## config.mk

```make
export PLATFORM = sky130hd
export DESIGN_NAME = iopcc_top
export DESIGN_NICKNAME = d
export VERILOG_FILES = /design/src/design/iopcc_pkg.sv /design/src/design/iopcc_top.sv
export VERILOG_INCLUDE_DIRS = /design/src /design/src/design
export SDC_FILE = /design/constraint.sdc
export NUM_CORES = 1
export LEC_CHECK = 0
export BUFFER_PORTS_ARGS = -buffer_cell sky130_fd_sc_hd__buf_4
export CORE_MARGIN = 2
export CORE_UTILIZATION = 50
export CTS_BUF_LIST = sky130_fd_sc_hd__clkbuf_2
export DETAILED_ROUTE_END_ITERATION = 16
export PLACE_DENSITY_LB_ADDON = 0.12
export SLEW_MARGIN = 15
export SYNTH_ARGS = -nofsm -noshare
export SYNTH_HDL_FRONTEND = slang
export SYNTH_SLANG_ARGS = --single-unit
```

## constraint.sdc

```tcl
create_clock -name sys_clk -period 3.71 [get_ports sys_clk]
set_input_delay 0.371 -clock sys_clk [delete_from_list [all_inputs] [get_ports sys_clk]]
set_output_delay 0.371 -clock sys_clk [all_outputs]
set_load 0.01 [all_outputs]
```

## src/design/iopcc_regs.svh

```systemverilog
`ifndef IOPCC_REGS_SVH
`define IOPCC_REGS_SVH
// Overview of operation
// - control field: 11 plain, 10 watchdog, 01 timing, 00 compare
// - direction bit 1 input, 0 output drive
// - polarity bit 1 non-inverted, 0 inverted
// - input pin interrupt enabled when mask is 0
// - output with mask 1 drives polarity bit
// - pin a mask 0 drives supervisor xor not polarity
// - compare register uses bits 15..0, upper read zero
// - bit 13 or compare write clears both flags
// - plain mode: pin c acts like others
// - watchdog mode: match raises reset exception
// - timing input active level sets event, captures timer
// - timing input match before event sets equal
// - timing input: either flag requests enabled interrupt
// - event may follow equal, never equal after event
// - already-active level sets event at once; 16-bit span
// - timing output match sets equal, toggles latch
// - timing output drives latch xor polarity
// - writing bit 13 as one clears toggle latch
// - compare mode match interrupts regardless of mask
// - reset sets every control bit to one
// - control register is write-only, reads zero

`define IOPCC_IDX_FUNC   2'h0
`define IOPCC_IDX_CMP    2'h1
`define IOPCC_IDX_STAT   2'h2
`define IOPCC_FUNC_RST   32'hffff_ffff
`define IOPCC_HSIZE_WORD 3'h2
`define IOPCC_F_MODE_HI  13
`define IOPCC_F_MODE_LO  12
`define IOPCC_F_DIR      2
`define IOPCC_F_POL      1
`define IOPCC_F_MASK     0
`define IOPCC_F_STRIDE   4
`define IOPCC_ST_EVENT   8
`define IOPCC_ST_EQUAL   7
`define IOPCC_ST_LVL     4
`define IOPCC_PIN_C      2
`endif

```

## src/design/iopcc_pkg.sv

```systemverilog
package iopcc_pkg;
   typedef enum logic [1:0] {
      IOPCC_PLAIN_PIN_MODE         = 2'b11,
      IOPCC_WATCHDOG_MODE          = 2'b10,
      IOPCC_TIMING_MODE            = 2'b01,
      IOPCC_COMPARE_INTERRUPT_MODE = 2'b00
   } iopcc_mode_t;

   typedef struct packed {
      logic dir;
      logic pol;
      logic mask;
   } iopcc_pin_cfg_t;

   typedef struct packed {
      logic [31:0] func;
      logic [15:0] cmp;
      logic        capture_event_flag;
      logic        compare_match_flag;
      logic        toggle;
      logic        match_q;
      logic [2:0]  sync1;
      logic [2:0]  pin_level;
      logic        wr_pend;
      logic [1:0]  wr_idx;
      logic        rd_pend;
      logic [1:0]  rd_idx;
      logic        hready;
      logic [31:0] hrdata;
      logic [2:0]  pin_out;
      logic [2:0]  pin_oe;
      logic [2:0]  pin_irq;
      logic        wdog_rst;
   } iopcc_state_t;
endpackage : iopcc_pkg

```

## src/design/iopcc_top.sv

```systemverilog
`timescale 1ns/1ns
`include "iopcc_regs.svh"
module iopcc_top (
   input  wire logic        sys_clk,
   input  wire logic        srst,
   input  wire logic        hsel,
   input  wire logic [31:0] haddr,
   input  wire logic [1:0]  htrans,
   input  wire logic        hwrite,
   input  wire logic [2:0]  hsize,
   input  wire logic [31:0] hwdata,
   input  wire logic        hready,
   output logic      [31:0] hrdata,
   output logic             hreadyout,
   output logic             hresp,
   input  wire logic [15:0] timer_count,
   input  wire logic        supervisor_flag,
   input  wire logic [2:0]  pin_in,
   output logic      [2:0]  pin_out,
   output logic      [2:0]  pin_oe,
   output logic      [2:0]  pin_irq,
   output logic             watchdog_reset
);
   localparam iopcc_pkg::iopcc_state_t ST_RST = '{
      func:    `IOPCC_FUNC_RST,
      hready:  1'b1,
      default: '0
   };

   iopcc_pkg::iopcc_state_t   st_r;
   iopcc_pkg::iopcc_state_t   st_nxt;
   iopcc_pkg::iopcc_mode_t    mode;
   iopcc_pkg::iopcc_pin_cfg_t pc;
   iopcc_pkg::iopcc_pin_cfg_t cc;
   logic                      match;
   logic                      match_edge;
   logic                      acc;
   logic                      wr_func;
   logic                      wr_cmp;
   logic                      clr13;
   logic                      clr;
   logic                      timing_in;
   logic                      timing_out;
   logic                      ev_go;
   logic                      eq_go;
   logic                      tog_go;
   logic                      std_irq;

   function automatic iopcc_pkg::iopcc_pin_cfg_t pin_cfg(
      input logic [31:0] f,
      input int          i
   );
      int b;
      b = `IOPCC_F_STRIDE * i;
      pin_cfg.dir  = f[b + `IOPCC_F_DIR];
      pin_cfg.pol  = f[b + `IOPCC_F_POL];
      pin_cfg.mask = f[b + `IOPCC_F_MASK];
   endfunction : pin_cfg

   always_comb begin
      st_nxt = st_r;
      mode = iopcc_pkg::iopcc_mode_t'(
         st_r.func[`IOPCC_F_MODE_HI:`IOPCC_F_MODE_LO]);
      cc = pin_cfg(st_r.func, `IOPCC_PIN_C);
      pc = cc;
      std_irq = 1'b0;

      // only the second stage is looked at
      st_nxt.sync1     = pin_in;
      st_nxt.pin_level = st_r.sync1;

      // timer may hold a value for many cycles; act on first match cycle
      match          = (st_r.cmp == timer_count);
      match_edge     = match & ~st_r.match_q;
      st_nxt.match_q = match;

      // bus: writes land in data phase, reads take one wait state
      acc = hsel & htrans[1] & hready & (hsize == `IOPCC_HSIZE_WORD);
      st_nxt.wr_pend = acc & hwrite;
      st_nxt.rd_pend = acc & ~hwrite;
      st_nxt.wr_idx  = haddr[3:2];
      st_nxt.rd_idx  = haddr[3:2];
      st_nxt.hready  = ~(acc & ~hwrite);

      wr_func = st_r.wr_pend & (st_r.wr_idx == `IOPCC_IDX_FUNC);
      wr_cmp  = st_r.wr_pend & (st_r.wr_idx == `IOPCC_IDX_CMP);
      clr13   = wr_func & hwdata[`IOPCC_F_MODE_HI];
      clr     = clr13 | wr_cmp;
      if (wr_func) begin
         st_nxt.func = hwdata;
      end
      if (wr_cmp) begin
         st_nxt.cmp = hwdata[15:0];
      end

      timing_in  = (mode == iopcc_pkg::IOPCC_TIMING_MODE) & cc.dir;
      timing_out = (mode == iopcc_pkg::IOPCC_TIMING_MODE) & ~cc.dir;
      // level based, so an already-active pin fires at once
      ev_go = timing_in & (st_r.pin_level[`IOPCC_PIN_C] == cc.pol)
            & ~st_r.capture_event_flag;
      eq_go = match_edge & (
                 (timing_in & ~st_r.capture_event_flag & ~ev_go)
               | timing_out
               | (mode == iopcc_pkg::IOPCC_COMPARE_INTERRUPT_MODE)
              );
      tog_go = timing_out & match_edge;

      // hardware set beats the software clear in the same cycle
      if (clr) begin
         st_nxt.capture_event_flag = 1'b0;
         st_nxt.compare_match_flag = 1'b0;
      end
      if (ev_go) begin
         st_nxt.capture_event_flag = 1'b1;
         st_nxt.cmp = timer_count;
      end
      if (eq_go) begin
         st_nxt.compare_match_flag = 1'b1;
      end
      if (clr13) begin
         st_nxt.toggle = tog_go;
      end else if (tog_go) begin
         st_nxt.toggle = ~st_r.toggle;
      end

      st_nxt.wdog_rst = (mode == iopcc_pkg::IOPCC_WATCHDOG_MODE)
                      & match_edge;

      for (int i = 0; i < 3; i++) begin
         pc = pin_cfg(st_r.func, i);
         st_nxt.pin_oe[i] = ~pc.dir;
         // mask 0 on b and c output is reserved; treat like mask 1
         st_nxt.pin_out[i] = pc.pol;
         if (i == 0 && !pc.mask) begin
            st_nxt.pin_out[i] = supervisor_flag ^ ~pc.pol;
         end
         st_nxt.pin_irq[i] = pc.dir & ~pc.mask
                           & (st_r.pin_level[i] == pc.pol);
      end
      std_irq = st_nxt.pin_irq[`IOPCC_PIN_C];

      case (mode)
         iopcc_pkg::IOPCC_TIMING_MODE: begin
            if (cc.dir) begin
               st_nxt.pin_irq[`IOPCC_PIN_C] = ~cc.mask
                  & (st_r.capture_event_flag
                     | st_r.compare_match_flag);
            end else begin
               st_nxt.pin_irq[`IOPCC_PIN_C] = ~cc.mask
                  & st_r.compare_match_flag;
               st_nxt.pin_out[`IOPCC_PIN_C] =
                  st_r.toggle ^ cc.pol;
            end
         end
         iopcc_pkg::IOPCC_COMPARE_INTERRUPT_MODE: begin
            st_nxt.pin_irq[`IOPCC_PIN_C] =
               std_irq | st_r.compare_match_flag;
         end
         default: begin
            st_nxt.pin_irq[`IOPCC_PIN_C] = std_irq;
         end
      endcase

      if (st_r.rd_pend) begin
         case (st_r.rd_idx)
            `IOPCC_IDX_CMP: begin
               st_nxt.hrdata = {16'h0000, st_r.cmp};
            end
            `IOPCC_IDX_STAT: begin
               st_nxt.hrdata = 32'h0000_0000;
               st_nxt.hrdata[`IOPCC_ST_EVENT] = st_r.capture_event_flag;
               st_nxt.hrdata[`IOPCC_ST_EQUAL] = st_r.compare_match_flag;
               st_nxt.hrdata[`IOPCC_ST_LVL +: 3] = st_r.pin_level;
            end
            default: begin
               st_nxt.hrdata = 32'h0000_0000;
            end
         endcase
      end
   end

   always_ff @(posedge sys_clk) begin
      if (srst) begin
         st_r <= ST_RST;
      end else begin
         st_r <= st_nxt;
      end
   end

   assign hrdata         = st_r.hrdata;
   assign hreadyout      = st_r.hready;
   assign hresp          = 1'b0;
   assign pin_out        = st_r.pin_out;
   assign pin_oe         = st_r.pin_oe;
   assign pin_irq        = st_r.pin_irq;
   assign watchdog_reset = st_r.wdog_rst;
endmodule : iopcc_top

```

==> metrics.yaml <==
status:
  status: "finished, final reports clean"
power_and_ir_drop:
  switching_share_pct: 24.81
  p_int_uw: 941.2
  pwr-share-seq_pct: 59.2
  p_switching_uw: 310.5
  power_frac_comb_pct: 7.9
  peakVddDrop_uv: 216.8
  report.power.total_uw: 1252
  p_per_area_mw_per_mm2: 353.2
  clkPwrFrac_pct: 32.9
  leakagePower_uw: 0.001484
setup_path:
  worstPathCellList: "nand2b_1 -> nor3b_1 -> nand2_1 -> a311oi_1"
  reg2reg_slack_ps: 1760
  critPathMaxStageDelay_ps: 630
  arrival_ps: 2320
  cpMaxStageDelayCell: "nand2_1"
  crit_required_ps: 4080
  criticalPathCategory: "reg -> reg"
  path_max_fanout: 33
  end_kind: "flip-flop"
  start_kind: "flip-flop"
floorplanning:
  die_h_um: 83.29
  start_util_pct: 52.46
  die-area_mm2: 0.006936
  rows: 28
  core_mm2: 0.005991
  fp.dieW_um: 83.29
  io_pins: 138
clock_tree:
  h-tree-depth: 3
  clockBufferDepth: 2
  cts_root_buf: "clkbuf_2"
  cts.repair.resized: 0
  cts-buffers-inserted: 9
  clk_latency_ps: 470
  tritoncts: "yes"
  postCtsSetupBuffers: 0
  ctsHoldBuffers: 0
  cts.sinks: 68
  clkSlewWorstSetupHoldPaths_ps: 190
final_layout:
  fin_util_pct: 59.15
  n_antenna_cell: 0
  drive_gt1_share_pct: 23.10
  fin_area_mm2: 0.003543
  area_growth_pct: 12.74
  final_nets: 486
logic_synthesis:
  syn_inst: 352
  muxShareOfSynthArea_pct: 0.3583
  avgSynthCellArea_um2: 8.929
  seq_area_frac_synth_pct: 43.31
  synthAdderAreaFrac_pct: 1.194
  synthSimpleGateAreaFrac_pct: 21.86
  synth_top_family_by_area: "simple AND/OR/NAND/NOR gates"
  yosys_warnings: 0
  ys_types: 37
  ys_seq_elements: 68
  async_reset_ff_share_pct: 0
  synth_xor_area_share_pct: 5.573
  synth_edf_count: 0
  netlist_area_mm2: 0.003143
  synth_compound_area_share_pct: 13.61
  ys.flop_type: "dfxtp_1"
place:
  dpl_cell_area_mm2: 0.003436
  io_buffer_count: 73
  dpl.hpwl_um: 4516
  gp_congestion: 0.7425
global_route:
  grt_overflow: 0
  grt_pass1_wl_um: 11070
  grt_util_all_layers_pct: 19.60
  grt_pass1_vias: 2319
  grt_max_degree: 65
  antenna_found_initial: 0
timing:
  fin_tns_setup_ps: 0
  hold_viol_final: 0
  relSlewSlack_pct: 29.66
  max_freq_ghz: 0.5127
  setup_viol_count_final: 0
  rsz0062_at_grt: "no"
  worst_slew_pin_slew_ps: 1053
  fin_crit_ps: 1950
  finClkSkew_ps: 18.42
  finalCritPeriodShare_pct: 52.57
  final-max-slew-violation-count: 0
  holdWs_ps: 93.44
route:
  viasPerCell: 5.322
  drc_errors: 0
  final_antenna_net_count: 0
  drt_iter0_markers: 226
  wl_per_cell_um: 14.39
  dr.pass1.iters: 4
  drt-total-wl_um: 6749
  via_count: 2496
worst_hold_path:
  hp-class: "in -> reg"
run:
  drv_cap: 0
## layer usage
| layer | track usage [%] | wire (um) |
|---|---|---|
| met4 | 9.389 | 98 |
| met3 | 4.374 | 435 |
| met5 | 0 | 0 |
| met2 | 28.74 | 3112 |
| met1 | 27.19 | 3102 |
## cell usage after synthesis, types with 11 or more instances
| cell | n | area [um^2] |
|---|---|---|
| dfxtp_1 | 68 | 1361 |
| nand2b_1 | 18 | 112.6 |
| a211o_1 | 11 | 96.34 |
| a21oi_1 | 20 | 100.1 |
| nand3_1 | 34 | 170.2 |
| clkbuf_1 | 14 | 52.55 |
| nor2_1 | 23 | 86.33 |
| nand2_1 | 22 | 82.58 |
| buf_4 | 42 | 315.3 |
| a311oi_1 | 16 | 140.1 |
| xor2_1 | 19 | 166.4 |
## metrics by stage
stage | cells | setup slack [ps]
2_1_floorplan | 368 | 2188
3_3_place_gp | 453 | 1857
3_5_place_dp | 453 | 1840
4_1_cts | 469 | 1781
5_1_grt | 469 | 1459
6_report | 469 | 1760
## registers in the layout (all words and copies together), names as in the netlist
name / count
hrdata: 16
st_r: 32
pin_oe: 3
pin_irq: 3
cc: 3
hreadyout: 1
watchdog_reset: 1
mode: 2
pin_out: 3
st_nxt: 4
## placed cells by master (no fill, tap or decap), types with 3 or more instances in the layout
cell / synthesis / layout
nor4_1: 4 / 4
ha_1: 3 / 3
conb_1: 1 / 17
buf_4: 42 / 75
inv_1: 4 / 4
nor2b_1: 10 / 10
nor4b_1: 3 / 3
xor2_1: 19 / 19
nand2b_1: 18 / 18
nor2_1: 23 / 23
a22o_1: 5 / 5
nand3_1: 34 / 34
dfxtp_1: 68 / 68
and3_1: 10 / 10
nand2_1: 22 / 22
a211o_1: 11 / 11
a21oi_1: 20 / 20
a311oi_1: 16 / 16
clkbuf_2: 0 / 11
## kinds of logic (layout without fill, tap and decap cells)
kind of cell,count (synthesis),after routing
and+or+nand+nor,132,132
buffers and inverters,69,95
DFF,68,68
AOI/OAI and AO/OA,58,58
xor gates and xnor gates,20,20
adders and majority gates,3,3
other,1,17
muxes,1,1
## cell type report
class,count,area [um^2]
inverters,4,15.01
multi-input cells,231,1403
flip-flops and latches,68,1361
well taps,75,93.84
clock buffers,11,55.05
fillers,590,2447
repair buffers,75,563.0
clock inverters,5,52.55
## critical path: cells and delay by family (launching register included)
kind,cells,cell delay (ps)
compound gates,1,450
flops,1,440
simple gates,3,950
## power groups by stage
stage / clock, uW / sequential (uW) / combinational [uW]
floorplan: 0 / 755 / 60.7
global placement: 0 / 756 / 98.9
detailed placement: 0 / 756 / 98.9
CTS: 423 / 742 / 99.3
global route: 452 / 743 / 108
finish: 411 / 741 / 99.1
## worst paths after layout
| kind | startpoint | endpoint | depth (start not counted) |
|---|---|---|---|
| worst max-delay path | mode[0] | st_r[64] | 4 |
| worst min-delay path | pin_in[0] | st_nxt[49] | 2 |
| worst max register to register | mode[0] | st_r[64] | 4 |
| worst min register to register | st_r[79] | pin_irq[1] | 1 |
Note: power is estimated with default switching activity, not from simulation.
